<file path="src/serial_port_params.svh">
`ifndef SERIAL_PORT_PARAMS_SVH
`define SERIAL_PORT_PARAMS_SVH

// ----------------------------------------------------------------
// register indices, byte address is four times the index
// ----------------------------------------------------------------
`define IDX_CONTROL      8'h98
`define IDX_DATA         8'h99
`define IDX_OWN_ADDR     8'ha9
`define IDX_ADDR_MASK    8'hb9
`define IDX_CONFIG       8'hc0
`define IDX_IRQ_STATUS   8'hc1
`define IDX_IRQ_MASK     8'hc2

// ----------------------------------------------------------------
// field positions
// ----------------------------------------------------------------
`define CTL_FE_MODEHI    7
`define CTL_MODELO       6
`define CTL_MPEN         5
`define CTL_RXEN         4
`define CTL_TX9          3
`define CTL_RX9          2
`define CTL_TXDONE       1
`define CTL_RXDONE       0
`define CFG_VIEW         0
`define CFG_X2           1
`define CFG_DIV_LO       16
`define IRQ_TX           0
`define IRQ_RX           1
`define IRQ_FE           2

// ----------------------------------------------------------------
// reset values
// ----------------------------------------------------------------
`define RST_BYTE         8'h00
`define RST_DIV          16'h0010
`define RST_IRQ          3'h0

// ----------------------------------------------------------------
// mode codes and bus answers
// ----------------------------------------------------------------
`define MODE_SHIFT       2'h0
`define MODE_UART8       2'h1
`define MODE_UART9       2'h2
`define MODE_UART9V      2'h3
`define RESP_OKAY        2'h0
`define RESP_SLVERR      2'h2

// ----------------------------------------------------------------
// timing counts in mclk cycles per bit
// ----------------------------------------------------------------
`define DIV_MODE0        16'h000c
`define DIV_MODE0_X2     16'h0006
`define DIV_MODE2        16'h0040
`define DIV_MODE2_X2     16'h0020

`endif

</file>
<file path="src/serial_port_pkg.sv">
package serial_port_pkg;

	typedef enum logic [2:0] {
		TX_IDLE, TX_SHIFT, TX_START, TX_DATA, TX_NINTH, TX_STOP
	} tx_state_e;

	typedef enum logic [2:0] {
		RX_IDLE, RX_SHIFT, RX_START, RX_DATA, RX_NINTH, RX_STOP
	} rx_state_e;

endpackage

</file>
<file path="src/bit_timer.sv">
`timescale 1ns/1ps

module bit_timer (
	// clock and reset
	input  wire logic        mclk,
	input  wire logic        rst,
	// control
	input  wire logic        run,
	input  wire logic        halfFirst,
	input  wire logic [15:0] period,
	// bit enable
	output logic             tick
);

	logic [15:0] count;
	logic [15:0] next_count;
	logic        next_tick;

	// ----------------------------------------------------------------
	// countdown, reloads so the rate holds across ticks
	// ----------------------------------------------------------------
	always_comb begin
		next_count = count;
		next_tick = 1'b0;
		if (!run) begin
			next_count = halfFirst ? {1'b0, period[15:1]} : period;
		end else if (count <= 16'h0001) begin
			next_tick = 1'b1;
			next_count = period;
		end else begin
			next_count = count - 16'h0001;
		end
	end

	always_ff @(posedge mclk or posedge rst) begin
		if (rst) begin
			count <= 16'h0000;
			tick <= 1'b0;
		end else begin
			count <= next_count;
			tick <= next_tick;
		end
	end

endmodule // bit_timer

</file>
<file path="src/serial_port_uart_regs.sv">
// Notes on behaviour
// - mode 0 shifts at mclk/12 (/6), mode 1 is an 8-bit uart, mode 2 a 9-bit uart at /64 (/32).
// - address filtering acts only in modes 2 and 3 and only while multiprocessor enable is set.
// - frames are received only while receive enable is set.
// - in 9-bit modes the ninth transmit bit goes out as the ninth data bit.
// - in 9-bit modes the ninth received bit is loaded into the ninth receive bit.
// - tx done sets after bit eight in mode 0, else as the stop bit starts; software clears it.
// - receive done is set at the end of the eighth bit time in mode 0, and software clears it.
// - an 8-bit mask register whose zero bits mark don't-care address positions.
// - an 8-bit writable own-address register holds the node address.
// - two 8-bit data buffers share one register index: writes load sent data, reads return received data.
// - control bit 7 shows the framing error flag if view select is set, else the high mode bit.
// - the framing error flag stays set until software or reset clears it.
// - given address is own address with mask zeros as don't-care; rx done only on a match.
// - a broadcast address, own address or mask with zeros as don't-care, is also accepted.
//
// Register access over AXI4-Lite is this design's own decision.
`timescale 1ns/1ps
`include "serial_port_params.svh"

module serial_port_uart_regs (
	// clock and reset
	input  wire logic        mclk,
	input  wire logic        rst,
	// axi4-lite write
	input  wire logic [9:0]  awaddr,
	input  wire logic        awvalid,
	output logic             awready,
	input  wire logic [31:0] wdata,
	input  wire logic [3:0]  wstrb,
	input  wire logic        wvalid,
	output logic             wready,
	output logic [1:0]       bresp,
	output logic             bvalid,
	input  wire logic        bready,
	// axi4-lite read
	input  wire logic [9:0]  araddr,
	input  wire logic        arvalid,
	output logic             arready,
	output logic [31:0]      rdata,
	output logic [1:0]       rresp,
	output logic             rvalid,
	input  wire logic        rready,
	// serial pins
	output logic             txd,
	input  wire logic        rxdIn,
	output logic             rxdOut,
	output logic             rxdOeN,
	// interrupt
	output logic             irq
);

	// ----------------------------------------------------------------
	// declarations
	// ----------------------------------------------------------------
	logic        awHeld, wHeld, next_awHeld, next_wHeld, next_awready, next_wready;
	logic [9:0]  awAddrQ, next_awAddrQ;
	logic [31:0] wDataQ, next_wDataQ, next_rdata;
	logic [3:0]  wStrbQ, next_wStrbQ;
	logic        next_bvalid, next_arready, next_rvalid;
	logic [1:0]  next_bresp, next_rresp;
	logic [1:0]  mode, next_mode;
	logic        mpEnable, rxEnable, ninthTx, ninthRx, txDone, rxDone, framingError;
	logic        next_mpEnable, next_rxEnable, next_ninthTx, next_ninthRx;
	logic        next_txDone, next_rxDone, next_framingError;
	logic [7:0]  txByte, rxHold, ownAddr, addrMask;
	logic [7:0]  next_txByte, next_rxHold, next_ownAddr, next_addrMask, ctlView;
	logic        viewSelect, doubleSpeed, next_viewSelect, next_doubleSpeed;
	logic [15:0] baudDiv, next_baudDiv, bitPeriod;
	logic [2:0]  irqStatus, irqMask, next_irqStatus, next_irqMask, irqEvents;
	logic        txStart, next_txStart, next_irq, doWrite;
	logic [7:0]  wIdx;
	serial_port_pkg::tx_state_e txState, next_txState;
	serial_port_pkg::rx_state_e rxState, next_rxState;
	logic [8:0]  txShift, next_txShift;
	logic [2:0]  txCount, next_txCount, rxCount, next_rxCount;
	logic        txPhase, next_txPhase, rxPhase, next_rxPhase, txTick, rxTick;
	logic        txEvt, rxEvt, feEvt, nineBit;
	logic [7:0]  rxData, next_rxData;
	logic        rxNinth, next_rxNinth, givenHit, bcastHit;
	logic        sync1, sync2, sync3, rxdFilt, next_rxdFilt;
	logic        next_txd, next_rxdOut, next_rxdOeN;

	// ----------------------------------------------------------------
	// bit rate per mode
	// ----------------------------------------------------------------
	assign nineBit = mode[1];
	always_comb begin
		case (mode)
			`MODE_SHIFT: bitPeriod = doubleSpeed ? `DIV_MODE0_X2 : `DIV_MODE0;
			`MODE_UART9: bitPeriod = doubleSpeed ? `DIV_MODE2_X2 : `DIV_MODE2;
			default: bitPeriod = baudDiv;
		endcase
	end

	// mode 0 runs the timer at half bit so the shift clock has two phases
	bit_timer txTimer (
		.mclk      (mclk),
		.rst       (rst),
		.run       (txState != serial_port_pkg::TX_IDLE),
		.halfFirst (1'b0),
		.period    ((mode == `MODE_SHIFT) ? {1'b0, bitPeriod[15:1]} : bitPeriod),
		.tick      (txTick)
	);

	bit_timer rxTimer (
		.mclk      (mclk),
		.rst       (rst),
		.run       (rxState != serial_port_pkg::RX_IDLE),
		.halfFirst (mode != `MODE_SHIFT),
		.period    ((mode == `MODE_SHIFT) ? {1'b0, bitPeriod[15:1]} : bitPeriod),
		.tick      (rxTick)
	);

	// ----------------------------------------------------------------
	// transmitter
	// ----------------------------------------------------------------
	always_comb begin
		next_txState = txState;
		next_txShift = txShift;
		next_txCount = txCount;
		next_txPhase = txPhase;
		txEvt = 1'b0;
		unique case (txState)
			serial_port_pkg::TX_IDLE: begin
				next_txCount = 3'h0;
				next_txPhase = 1'b0;
				if (txStart) begin
					next_txShift = {ninthTx, txByte};
					next_txState = (mode == `MODE_SHIFT) ? serial_port_pkg::TX_SHIFT
						: serial_port_pkg::TX_START;
				end
			end
			serial_port_pkg::TX_SHIFT: if (txTick) begin
				next_txPhase = !txPhase;
				if (txPhase) begin
					next_txShift = {1'b0, txShift[8:1]};
					next_txCount = txCount + 3'h1;
					if (txCount == 3'h7) begin
						txEvt = 1'b1;
						next_txState = serial_port_pkg::TX_IDLE;
					end
				end
			end
			serial_port_pkg::TX_START: if (txTick) begin
				next_txState = serial_port_pkg::TX_DATA;
			end
			serial_port_pkg::TX_DATA: if (txTick) begin
				next_txShift = {1'b0, txShift[8:1]};
				next_txCount = txCount + 3'h1;
				if (txCount == 3'h7) begin
					next_txState = nineBit ? serial_port_pkg::TX_NINTH
						: serial_port_pkg::TX_STOP;
					txEvt = !nineBit;
				end
			end
			serial_port_pkg::TX_NINTH: if (txTick) begin
				txEvt = 1'b1;
				next_txState = serial_port_pkg::TX_STOP;
			end
			serial_port_pkg::TX_STOP: if (txTick) begin
				next_txState = serial_port_pkg::TX_IDLE;
			end
			default: next_txState = serial_port_pkg::TX_IDLE;
		endcase
	end

	always_ff @(posedge mclk or posedge rst) begin
		if (rst) begin
			txState <= serial_port_pkg::TX_IDLE;
			txShift <= 9'h000;
			txCount <= 3'h0;
			txPhase <= 1'b0;
		end else begin
			txState <= next_txState;
			txShift <= next_txShift;
			txCount <= next_txCount;
			txPhase <= next_txPhase;
		end
	end

	// ----------------------------------------------------------------
	// receiver and address recognition
	// ----------------------------------------------------------------
	assign givenHit = ((rxData ^ ownAddr) & addrMask) == 8'h00;
	assign bcastHit = ((rxData ^ (ownAddr | addrMask)) & (ownAddr | addrMask)) == 8'h00;

	always_comb begin
		next_rxState = rxState;
		next_rxData = rxData;
		next_rxNinth = rxNinth;
		next_rxCount = rxCount;
		next_rxPhase = rxPhase;
		rxEvt = 1'b0;
		feEvt = 1'b0;
		unique case (rxState)
			serial_port_pkg::RX_IDLE: begin
				next_rxCount = 3'h0;
				next_rxPhase = 1'b0;
				// mode 0 waits for software to free the holding register
				if (rxEnable && mode == `MODE_SHIFT && !rxDone
					&& txState == serial_port_pkg::TX_IDLE) begin
					next_rxState = serial_port_pkg::RX_SHIFT;
				end else if (rxEnable && mode != `MODE_SHIFT && !rxdFilt) begin
					next_rxState = serial_port_pkg::RX_START;
				end
			end
			serial_port_pkg::RX_SHIFT: if (rxTick) begin
				next_rxPhase = !rxPhase;
				if (!rxPhase) begin
					next_rxData = {rxdFilt, rxData[7:1]};
				end else begin
					next_rxCount = rxCount + 3'h1;
					if (rxCount == 3'h7) begin
						rxEvt = 1'b1;
						next_rxState = serial_port_pkg::RX_IDLE;
					end
				end
			end
			serial_port_pkg::RX_START: if (rxTick) begin
				// a start bit that is gone at mid-bit was a glitch
				next_rxState = rxdFilt ? serial_port_pkg::RX_IDLE : serial_port_pkg::RX_DATA;
			end
			serial_port_pkg::RX_DATA: if (rxTick) begin
				next_rxData = {rxdFilt, rxData[7:1]};
				next_rxCount = rxCount + 3'h1;
				if (rxCount == 3'h7) begin
					next_rxState = nineBit ? serial_port_pkg::RX_NINTH
						: serial_port_pkg::RX_STOP;
				end
			end
			serial_port_pkg::RX_NINTH: if (rxTick) begin
				next_rxNinth = rxdFilt;
				next_rxState = serial_port_pkg::RX_STOP;
			end
			serial_port_pkg::RX_STOP: if (rxTick) begin
				next_rxState = serial_port_pkg::RX_IDLE;
				feEvt = !rxdFilt;
				if (!nineBit) begin
					next_rxNinth = rxdFilt;
				end
				if (mpEnable && nineBit) begin
					rxEvt = rxNinth && (givenHit || bcastHit);
				end else begin
					rxEvt = 1'b1;
				end
			end
			default: next_rxState = serial_port_pkg::RX_IDLE;
		endcase
	end

	always_ff @(posedge mclk or posedge rst) begin
		if (rst) begin
			rxState <= serial_port_pkg::RX_IDLE;
			rxData <= `RST_BYTE;
			rxNinth <= 1'b0;
			rxCount <= 3'h0;
			rxPhase <= 1'b0;
		end else begin
			rxState <= next_rxState;
			rxData <= next_rxData;
			rxNinth <= next_rxNinth;
			rxCount <= next_rxCount;
			rxPhase <= next_rxPhase;
		end
	end

	// ----------------------------------------------------------------
	// pins: three stage input filter and registered drivers
	// ----------------------------------------------------------------
	always_comb begin
		next_rxdFilt = (sync2 == sync3) ? sync3 : rxdFilt;
		next_txd = 1'b1;
		next_rxdOut = 1'b1;
		next_rxdOeN = 1'b1;
		if (txState == serial_port_pkg::TX_SHIFT) begin
			next_txd = next_txPhase || next_txState == serial_port_pkg::TX_IDLE;
			next_rxdOut = next_txShift[0];
			next_rxdOeN = 1'b0;
		end else if (rxState == serial_port_pkg::RX_SHIFT) begin
			next_txd = next_rxPhase || next_rxState == serial_port_pkg::RX_IDLE;
		end else if (next_txState == serial_port_pkg::TX_START) begin
			next_txd = 1'b0;
		end else if (next_txState == serial_port_pkg::TX_DATA
			|| next_txState == serial_port_pkg::TX_NINTH) begin
			next_txd = next_txShift[0];
		end
	end

	always_ff @(posedge mclk or posedge rst) begin
		if (rst) begin
			sync1 <= 1'b1;
			sync2 <= 1'b1;
			sync3 <= 1'b1;
			rxdFilt <= 1'b1;
			txd <= 1'b1;
			rxdOut <= 1'b1;
			rxdOeN <= 1'b1;
		end else begin
			sync1 <= rxdIn;
			sync2 <= sync1;
			sync3 <= sync2;
			rxdFilt <= next_rxdFilt;
			txd <= next_txd;
			rxdOut <= next_rxdOut;
			rxdOeN <= next_rxdOeN;
		end
	end

	// ----------------------------------------------------------------
	// bus slave and register file
	// ----------------------------------------------------------------
	assign wIdx = awAddrQ[9:2];
	assign doWrite = awHeld && wHeld && !bvalid;
	assign irqEvents = {feEvt, rxEvt, txEvt};
	assign ctlView = {viewSelect ? framingError : mode[1], mode[0], mpEnable, rxEnable,
		ninthTx, ninthRx, txDone, rxDone};

	always_comb begin
		next_awHeld = awHeld || (awvalid && awready);
		next_wHeld = wHeld || (wvalid && wready);
		next_awAddrQ = (awvalid && awready) ? awaddr : awAddrQ;
		next_wDataQ = (wvalid && wready) ? wdata : wDataQ;
		next_wStrbQ = (wvalid && wready) ? wstrb : wStrbQ;
		next_bvalid = bvalid && !bready;
		next_bresp = bresp;
		next_rvalid = rvalid && !rready;
		next_rdata = rdata;
		next_rresp = rresp;
		next_mode = mode;
		next_mpEnable = mpEnable;
		next_rxEnable = rxEnable;
		next_ninthTx = ninthTx;
		next_ninthRx = ninthRx;
		next_txDone = txDone;
		next_rxDone = rxDone;
		next_framingError = framingError;
		next_txByte = txByte;
		next_rxHold = rxHold;
		next_ownAddr = ownAddr;
		next_addrMask = addrMask;
		next_viewSelect = viewSelect;
		next_doubleSpeed = doubleSpeed;
		next_baudDiv = baudDiv;
		next_irqStatus = irqStatus;
		next_irqMask = irqMask;
		next_txStart = 1'b0;
		if (doWrite) begin
			next_awHeld = 1'b0;
			next_wHeld = 1'b0;
			next_bvalid = 1'b1;
			next_bresp = `RESP_OKAY;
			unique case (wIdx)
				`IDX_CONTROL: if (wStrbQ[0]) begin
					if (viewSelect) begin
						next_framingError = framingError && wDataQ[`CTL_FE_MODEHI];
					end else begin
						next_mode[1] = wDataQ[`CTL_FE_MODEHI];
					end
					next_mode[0] = wDataQ[`CTL_MODELO];
					next_mpEnable = wDataQ[`CTL_MPEN];
					next_rxEnable = wDataQ[`CTL_RXEN];
					next_ninthTx = wDataQ[`CTL_TX9];
					next_ninthRx = wDataQ[`CTL_RX9];
					next_txDone = wDataQ[`CTL_TXDONE];
					next_rxDone = wDataQ[`CTL_RXDONE];
				end
				`IDX_DATA: if (wStrbQ[0]) begin
					next_txByte = wDataQ[7:0];
					next_txStart = txState == serial_port_pkg::TX_IDLE;
				end
				`IDX_OWN_ADDR: if (wStrbQ[0]) next_ownAddr = wDataQ[7:0];
				`IDX_ADDR_MASK: if (wStrbQ[0]) next_addrMask = wDataQ[7:0];
				`IDX_CONFIG: begin
					if (wStrbQ[0]) next_viewSelect = wDataQ[`CFG_VIEW];
					if (wStrbQ[0]) next_doubleSpeed = wDataQ[`CFG_X2];
					if (wStrbQ[2]) next_baudDiv[7:0] = wDataQ[`CFG_DIV_LO +: 8];
					if (wStrbQ[3]) next_baudDiv[15:8] = wDataQ[`CFG_DIV_LO + 8 +: 8];
				end
				`IDX_IRQ_STATUS: if (wStrbQ[0]) next_irqStatus = irqStatus & ~wDataQ[2:0];
				`IDX_IRQ_MASK: if (wStrbQ[0]) next_irqMask = wDataQ[2:0];
				default: next_bresp = `RESP_SLVERR;
			endcase
		end
		// hardware events win over a clear in the same cycle
		if (txEvt) next_txDone = 1'b1;
		if (rxEvt) begin
			next_rxDone = 1'b1;
			next_rxHold = rxData;
			next_ninthRx = next_rxNinth;
		end
		if (feEvt) next_framingError = 1'b1;
		next_irqStatus = next_irqStatus | irqEvents;
		if (arvalid && arready) begin
			next_rvalid = 1'b1;
			next_rresp = `RESP_OKAY;
			next_rdata = 32'h0000_0000;
			unique case (araddr[9:2])
				`IDX_CONTROL: next_rdata[7:0] = ctlView;
				`IDX_DATA: next_rdata[7:0] = rxHold;
				`IDX_OWN_ADDR: next_rdata[7:0] = ownAddr;
				`IDX_ADDR_MASK: next_rdata[7:0] = addrMask;
				`IDX_CONFIG: next_rdata = {baudDiv, 14'h0000, doubleSpeed, viewSelect};
				`IDX_IRQ_STATUS: next_rdata[2:0] = irqStatus;
				`IDX_IRQ_MASK: next_rdata[2:0] = irqMask;
				default: next_rresp = `RESP_SLVERR;
			endcase
		end
		next_awready = !next_awHeld && !next_bvalid;
		next_wready = !next_wHeld && !next_bvalid;
		next_arready = !next_rvalid;
		next_irq = |(next_irqStatus & next_irqMask);
	end

	always_ff @(posedge mclk or posedge rst) begin
		if (rst) begin
			awHeld <= 1'b0;
			wHeld <= 1'b0;
			awAddrQ <= 10'h000;
			wDataQ <= 32'h0000_0000;
			wStrbQ <= 4'h0;
			awready <= 1'b0;
			wready <= 1'b0;
			bvalid <= 1'b0;
			bresp <= `RESP_OKAY;
			arready <= 1'b0;
			rvalid <= 1'b0;
			rdata <= 32'h0000_0000;
			rresp <= `RESP_OKAY;
			mode <= `MODE_SHIFT;
			{mpEnable, rxEnable, ninthTx, ninthRx} <= 4'h0;
			{txDone, rxDone, framingError} <= 3'h0;
			txByte <= `RST_BYTE;
			rxHold <= `RST_BYTE;
			ownAddr <= `RST_BYTE;
			addrMask <= `RST_BYTE;
			viewSelect <= 1'b0;
			doubleSpeed <= 1'b0;
			baudDiv <= `RST_DIV;
			irqStatus <= `RST_IRQ;
			irqMask <= `RST_IRQ;
			txStart <= 1'b0;
			irq <= 1'b0;
		end else begin
			awHeld <= next_awHeld;
			wHeld <= next_wHeld;
			awAddrQ <= next_awAddrQ;
			wDataQ <= next_wDataQ;
			wStrbQ <= next_wStrbQ;
			awready <= next_awready;
			wready <= next_wready;
			bvalid <= next_bvalid;
			bresp <= next_bresp;
			arready <= next_arready;
			rvalid <= next_rvalid;
			rdata <= next_rdata;
			rresp <= next_rresp;
			mode <= next_mode;
			{mpEnable, rxEnable, ninthTx, ninthRx} <=
				{next_mpEnable, next_rxEnable, next_ninthTx, next_ninthRx};
			{txDone, rxDone, framingError} <= {next_txDone, next_rxDone, next_framingError};
			txByte <= next_txByte;
			rxHold <= next_rxHold;
			ownAddr <= next_ownAddr;
			addrMask <= next_addrMask;
			viewSelect <= next_viewSelect;
			doubleSpeed <= next_doubleSpeed;
			baudDiv <= next_baudDiv;
			irqStatus <= next_irqStatus;
			irqMask <= next_irqMask;
			txStart <= next_txStart;
			irq <= next_irq;
		end
	end

endmodule // serial_port_uart_regs

</file>
<file path="config.mk">
export PLATFORM = sky130hd
export DESIGN_NAME = serial_port_uart_regs
export DESIGN_NICKNAME = d
export VERILOG_FILES = /design/src/serial_port_pkg.sv /design/src/bit_timer.sv /design/src/serial_port_uart_regs.sv
export VERILOG_INCLUDE_DIRS = /design/src
export SDC_FILE = /design/constraint.sdc
export NUM_CORES = 1
export LEC_CHECK = 0
export CORE_MARGIN = 2
export CORE_UTILIZATION = 55
export DETAILED_ROUTE_END_ITERATION = 7
export DONT_BUFFER_PORTS = 1
export PLACE_DENSITY = 0.75
export SLEW_MARGIN = 0
export SYNTH_ARGS = -nofsm -noshare
export SYNTH_HDL_FRONTEND = slang
export SYNTH_SLANG_ARGS = --single-unit
export TNS_END_PERCENT = 10
</file>
<file path="constraint.sdc">
create_clock -name mclk -period 8.66 [get_ports mclk]
set_clock_uncertainty 0.15 [all_clocks]
set_input_delay 0.433 -clock mclk [delete_from_list [all_inputs] [get_ports mclk]]
set_output_delay 0.433 -clock mclk [all_outputs]
set_load 0.05 [all_outputs]
</file>
==> summary.txt, run 1 <==
Finish
  • Register area: 5220 um2
  • Layout area overhead: 14.1%
  • Net count, final: 952
  • Ant diodes: 0
  • Layout cell share with drive strength beyond 1: 21.3%
  • Layout filler cell count: 1325
  • Multi-input logic area: 4300 um2

Clock network
  • H-tree depth: 1
  • Deepest clock path buffer count: 3
  • CTS root buf: clkbuf_16
  • Clock transition at path regs: about 60 ps
  • Hold_buf cts: 42
  • CTS sink cnt: about 210
  • Post-CTS Repair Setup Buffers: 0
  • PostCTS Resize Cnt: 0
  • Clock Latency Late Sink: 500 ps
  • CTS tree: yes
  • CTS Buf Count: 22

Logic synthesis
  • Count of different cell masters after synthesis: 74
  • Seq/Total Area, Yosys: between 50% and 60%
  • Mapped Area: ~10000 um2
  • Yosys reg bits: 208
  • Synth warnings: 0
  • Top FF cell, synth: dfrtp_1
  • Syn Inst Count: 837
  • Fraction of registers with async set/reset: 100%
  • Mean Syn Cell Area: about 12 um2
  • Post-synth EDFFs: 0

Timing
  • Final min period: about 2900 ps
  • Crit path setup slack, layout: 5750 ps
  • Max-slew violation count: 0
  • Fmax achieved: roughly 340 MHz
  • Period Utilization, post-route: approximately 34%
  • Final setup violation count: 0
  • Slew @ Worst Pin: 960 ps
  • Slew headroom: between 30% and 40%
  • Setup_tns: 0 ps
  • Hold Fails Final Rpt: 0
  • RSZ-0062 raised after global routing: false

Worst hold path
  • Worst min-delay path class: in -> reg
  • Hold path startpoint: arvalid

Floorplanning
  • Vert. Die Dim: 137 um
  • Site row count: 48
  • # IOs: 109
  • Core area: 17300 um2
  • Die span in x: 137 um
  • Die area: between 15000 and 20000 um2
  • Starting Density: 56.4%

Worst setup path
  • Critical Path RT: 8940 ps
  • Crit. End Element: flip-flop
  • Crit-path max FO: 13
  • Worst Setup Start Kind: flip-flop
  • Launch point of the worst reg-to-reg path: txState[1]
  • Worst Path Arrival: 3190 ps
  • Critical path type: reg -> reg
  • Max stage delay cell, worst path: nor4b_2
  • Crit-path max cell delay: between 800 and 900 ps
  • CP Launch Point: txState[1]
  • Worst path top cell family by delay: compound AO/OA/AOI/OAI gates
  • Cell Chain, Critical Path: nor4b_2, a21oi_1, a221oi_1, o211ai_1, a32o_1
  • Buf/Inv on CP: 0

Drt
  • DRC Markers: 0
  • WL final: 22700 um
  • ANT nets after route: 0
  • DR vias/cell: 6.07
  • DR iter-0 viols: 501
  • Routed vias: 6795
  • WL/cell: 20.3 um
  • Drt pass-1 iters: 5

GRT
  • Initial antenna violation count: 0
  • Grt total ovfl: 0
  • Pin count of the biggest net entering global routing: 139
  • Total track usage: about 25%
  • Vias in the first global route: 7194
  • First-pass GRT wire length: approximately 37000 um

Placement
  • Dpl ws: 5800 ps
  • Dpl hpwl: ~16000 um
  • # port buffers: 0
  • Routability congestion estimate: 0.873

Power and ir drop
  • Leak: around 5.1 nW
  • Power Density: 259 nW/um2
  • Max IR drop VDD: 0.230 mV

Outcome
  • Outcome: completed

Run
  • Number of max-cap violations: 0
==> power breakdown <==
group          switching (W)  internal, W  leakage (nW)
Sequential          0.000272      0.00115          2.73
Clock               0.000379     0.000579         0.369
Combinational       0.000235     0.000262          1.96
Total               0.000887      0.00200          5.06
==> metal layers <==
metal / track usage, % / wire, um / vias up
met5: 0 / 0 / -
met4: 7.62 / 613 / 0
met3: 4.93 / 1310 / 44
met2: 43.0 / 11200 / 203
met1: 32.2 / 9550 / 3437
li1: - / - / 3111
==> worst paths after layout <==
check	slack, ps	endpoint	depth (start not counted)
worst max-delay path	5750	txd	5
worst min-delay path	30	rdata[2]	2
worst max register to register	5750	txd	5
worst min register to register	200	sync2	0
max in group asynchronous	6460	wDataQ[4]	3
min in group asynchronous	460	rxTimer.count[14]	2
==> state kept, by name, summed over array words and instances, names as in the netlist, 2 cells and up <==
register and count:
txState 3, rdata 24, txByte 8, wDataQ 24, irqStatus 3, rxTimer.count 16
rxData 8, addrMask 8, rxHold 8, irqMask 3, mode 2, rxCount 3
baudDiv 16, ownAddr 8, rxState 3, awAddrQ 8, txShift 9, txCount 3
wStrbQ 3, txTimer.count 16
==> metrics by stage <==
| stage | utilization, % | total power, W | hold slack, ps | cells | area (um2) |
|---|---|---|---|---|---|
| CTS | 64.3 | 0.00289 | 14.4 | 1119 | 11100 |
| detailed placement | 57.6 | 0.00191 | 199 | 1037 | 9960 |
| global route | 64.3 | 0.00301 | 33.9 | 1119 | 11100 |
| floorplan | - | 0.00176 | 195 | 846 | 9790 |
| global placement | 57.6 | 0.00187 | 196 | 1037 | 9960 |
| finish | 64.3 | 0.00288 | 34.1 | 1119 | 11100 |
==> synthesized netlist by cell type, types with 3 or more instances <==
library cell / count / area (um2)
buf_4: 10 / 75.1
nand2_1: 69 / 259
dfstp_2: 8 / 210
xnor2_1: 18 / 158
nand3_1: 23 / 115
or2_2: 5 / 31.3
a22o_1: 17 / 149
nand2b_1: 9 / 56.3
o31ai_1: 4 / 30.0
or3_1: 6 / 37.5
mux2_2: 110 / 1240
a22oi_1: 21 / 158
o21ai_0: 37 / 185
and2_1: 3 / 18.8
nor3_1: 16 / 80.1
nor4_1: 14 / 87.6
mux2_4: 3 / 45.0
a21oi_1: 19 / 95.1
o22ai_1: 11 / 68.8
nand4_1: 3 / 18.8
o211ai_1: 4 / 30.0
a211oi_1: 4 / 30.0
ha_1: 10 / 125
nor2_1: 35 / 131
nand4b_1: 4 / 35.0
inv_1: 20 / 75.1
a221oi_1: 10 / 87.6
nor2b_1: 11 / 68.8
a21o_1: 4 / 30.0
nand3b_1: 5 / 37.5
a41oi_1: 3 / 26.3
dfrtp_1: 200 / 5000
clkbuf_1: 32 / 120
o21bai_1: 4 / 30.0
mux2i_1: 20 / 200
xor2_1: 19 / 166
==> cells in the final DEF (no fill, tap or decap), drive strengths merged, types with 20 or more instances in the layout <==
master and instances:
a22oi 21, inv 20, nor2 35, mux2i 20, mux2 113, nand3 23, nand2 69, dlygate4sd3 42
clkbuf 31, dfrtp 200, o21ai 37
==> area by class of cell <==
cell class | count | share of cell area, %
Sequential cell | 208 | 46.9
Multi-Input combinational cell | 573 | 38.7
Clock inverter | 9 | 0.877
Inverter | 20 | 0.742
Tap cell | 225 | 2.53
Clock buffer | 31 | 5.80
Timing Repair Buffer | 53 | 4.52
==> cell families after synthesis <==
logic type / after synthesis / synth area share (%)
adders and majority gates: 11 / 1.39
xor gates and xnor gates: 37 / 3.32
other: 1 / 0.0384
buffers and inverters: 65 / 2.98
AOI/OAI and AO/OA: 154 / 10.9
DFF: 208 / 53.5
and+or+nand+nor: 228 / 12.7
muxes: 133 / 15.2
Note: power is estimated with default switching activity, not from simulation.
==> run 2: changes to the inputs <==
==> constraint.sdc (replaced) <==
create_clock -name mclk -period 3.05 [get_ports mclk]
set_clock_uncertainty 0.15 [all_clocks]
set_input_delay 0.1525 -clock mclk [delete_from_list [all_inputs] [get_ports mclk]]
set_output_delay 0.1525 -clock mclk [all_outputs]
set_load 0.05 [all_outputs]
==> run 2 against run 1 <==
Net effect:
- global-route usage increased by 1.1 points
- flip-flop and latch count stayed put
- worst setup slack got worse by 5400 ps
- non-clock buffer count grew 28
- critical path depth is 3 higher
- largest cell class unchanged
- routed wire length up 5.5%
- sequential share of layout area shrank 1.0 points
- critical path type is now in -> reg
==> summary.txt, run 2 (synthesis results as in run 1) <==
GRT
  • Pin count of the biggest net entering global routing: 74
  • Vias in the first global route: 7320
  • Total track usage: a little over a quarter
  • Grt total ovfl: 0
  • First-pass GRT wire length: 38400 um
  • Initial antenna violation count: 0

Drt
  • Drt pass-1 iters: 5
  • ANT nets after route: 0
  • Wire length on met3: about 1400 um
  • WL/cell: 20.9 um
  • M1 WL: about 10000 um
  • DRC Markers: 0
  • Routed vias: just over 7k
  • WL final: 23900 um
  • Met2 WL post-DR: 11600 um
  • DR vias/cell: 6.16
  • Top sig layer: met4
  • DR iter-0 viols: between 500 and 600

Timing
  • Final setup violation count: 0
  • Setup_tns: 0 ps
  • Slew @ Worst Pin: 857 ps
  • Slew headroom: 42.7%
  • RSZ-0062 raised after global routing: false
  • Max-slew violation count: 0
  • Final min period: between 2000 and 3000 ps
  • Period Utilization, post-route: 87.5%
  • Hold Fails Final Rpt: 0
  • WHS: 51.1 ps
  • Fmax achieved: roughly 370 MHz
  • Crit path setup slack, layout: ~380 ps

Finish
  • Ant diodes: 0
  • Largest registers: rdata x24, wDataQ x24
  • Final Cell Area: 11400 um2
  • Commonest non-fill, non-tap cell in the layout: dfrtp_1
  • Layout cell share with drive strength beyond 1: 22.0%
  • Layout filler cell count: 1262
  • Layout area overhead: 16.5%
  • Net count, final: 981
  • Most frequent cells in the layout: dfrtp_1, mux2_2, nand2_1

Power and ir drop
  • Comb power frac: 19.4%
  • Max IR drop VDD: 0.826 mV
  • Switching power: 0.00257 W
  • Clock share of power: 32.0%
  • Internal power: between 0.005 and 0.006 W
  • Switching share of power: roughly 31%
  • Power Density: slightly above 700 nW/um2
  • Sequential Power Share: 48.6%
  • Leak: just over 5 nW

Clock network
  • Hold_buf cts: 57
  • Post-CTS Repair Setup Buffers: 0
  • CTS tree: yes
  • Clock Latency Late Sink: 510 ps
  • PostCTS Resize Cnt: 0
  • CTS sink cnt: 208
  • H-tree depth: 1
  • Clock transition at path regs: 60 ps
  • CTS root buf: clkbuf_16
  • CTS Buf Count: 23
  • Deepest clock path buffer count: 3

Worst setup path
  • Worst path top cell family by delay: buffers and inverters
  • Critical Path RT: 3340 ps
  • Most common cell type on the critical path: dlygate4sd3_1
  • Crit-path max cell delay: between 800 and 900 ps
  • Crit. End Element: flip-flop
  • FF-to-FF End: rxTimer.count[0]
  • Cell Chain, Critical Path: dlygate4sd3_1, nand2_1, nor4_1, dlygate4sd3_1, buf_4, nand2_1, a41oi_1, dlygate4sd3_1
  • Worst Path Arrival: ~3000 ps
  • Max stage delay cell, worst path: dlygate4sd3_1
  • R2r setup slk: 420 ps
  • Crit-path max FO: 9
  • R2R cell count: 5
  • Worst Setup Start Kind: input pin
  • Buf/Inv on CP: 4
  • Critical path type: in -> reg
  • Launch point of the worst reg-to-reg path: rxTimer.count[11]

Placement
  • Dpl hpwl: 16200 um
  • # port buffers: 0
  • Placed cell area: 10100 um2
  • Dpl ws: 447 ps
  • Routability congestion estimate: 0.857

Floorplanning
  • Starting Density: 56.4%
  • Core area: 17300 um2
  • Die span in x: ~140 um
  • Die area: 18800 um2
  • Site row count: 48
  • # IOs: 109
  • Vert. Die Dim: about 140 um

Worst hold path
  • Hold depth: 1
  • Hold EP: sync1
  • Hold path startpoint: rxdIn
  • Worst min-delay path class: in -> reg

Run
  • Number of max-cap violations: 0

Outcome
  • Outcome: completed
[run 2: changes by cell type in the layout (fill, tap and decap cells not counted), sizes merged]
cell,change
dlygate4sd3,+15
buf,+13
bufinv,-1
clkbuf,-1
clkinv,+1
[run 2: area by class of cell]
cell class	count	area (um2)	share of cell area [%]
flip-flops and latches	208	5220	45.9
multi-input cells	573	4300	37.8
well taps	225	282	2.48
clock buffers	30	642	5.65
clock inverters	9	73.8	0.649
inverters	20	78.8	0.693
repair buffers	81	776	6.82
[run 2: worst max path at each step]
stage / endpoint / slack [ps] / from / cells past startpoint
after floorplan: addrMask[0] / 50 / rst / 1
after CTS: rdata[1] / 420 / araddr[2] / 8
after global placement: rxTimer.count[0] / 500 / rxTimer.count[11] / 5
final: rdata[1] / 380 / araddr[2] / 8
after global routing: rdata[0] / 280 / araddr[2] / 8
after detailed placement: rxTimer.count[2] / 450 / rxTimer.count[11] / 5
[run 2: power by group through the flow]
stage          Sequential [W]  Combinational [W]  Clock (W)
5_1_grt               0.00409            0.00175    0.00281
6_report              0.00402            0.00160    0.00264
3_5_place_dp          0.00405            0.00142          0
3_3_place_gp          0.00400            0.00134          0
2_1_floorplan         0.00382            0.00118          0
4_1_cts               0.00400            0.00158    0.00268
[run 2: stage by stage]
| step | cells | util, % | total power [W] |
|---|---|---|---|
| after floorplan | 846 | - | 0.00500 |
| after global placement | 1050 | 58.3 | 0.00534 |
| after detailed placement | 1050 | 58.3 | 0.00546 |
| after CTS | 1146 | 65.7 | 0.00826 |
| after global routing | 1146 | 65.7 | 0.00865 |
| final | 1146 | 65.7 | 0.00827 |
[run 2: routing by layer]
layer / up-vias / GRT usage, %
li1: 3167 / -
met1: 3597 / 34.5
met2: 237 / 43.5
met3: 58 / 4.89
met4: 0 / 8.88
met5: - / 0
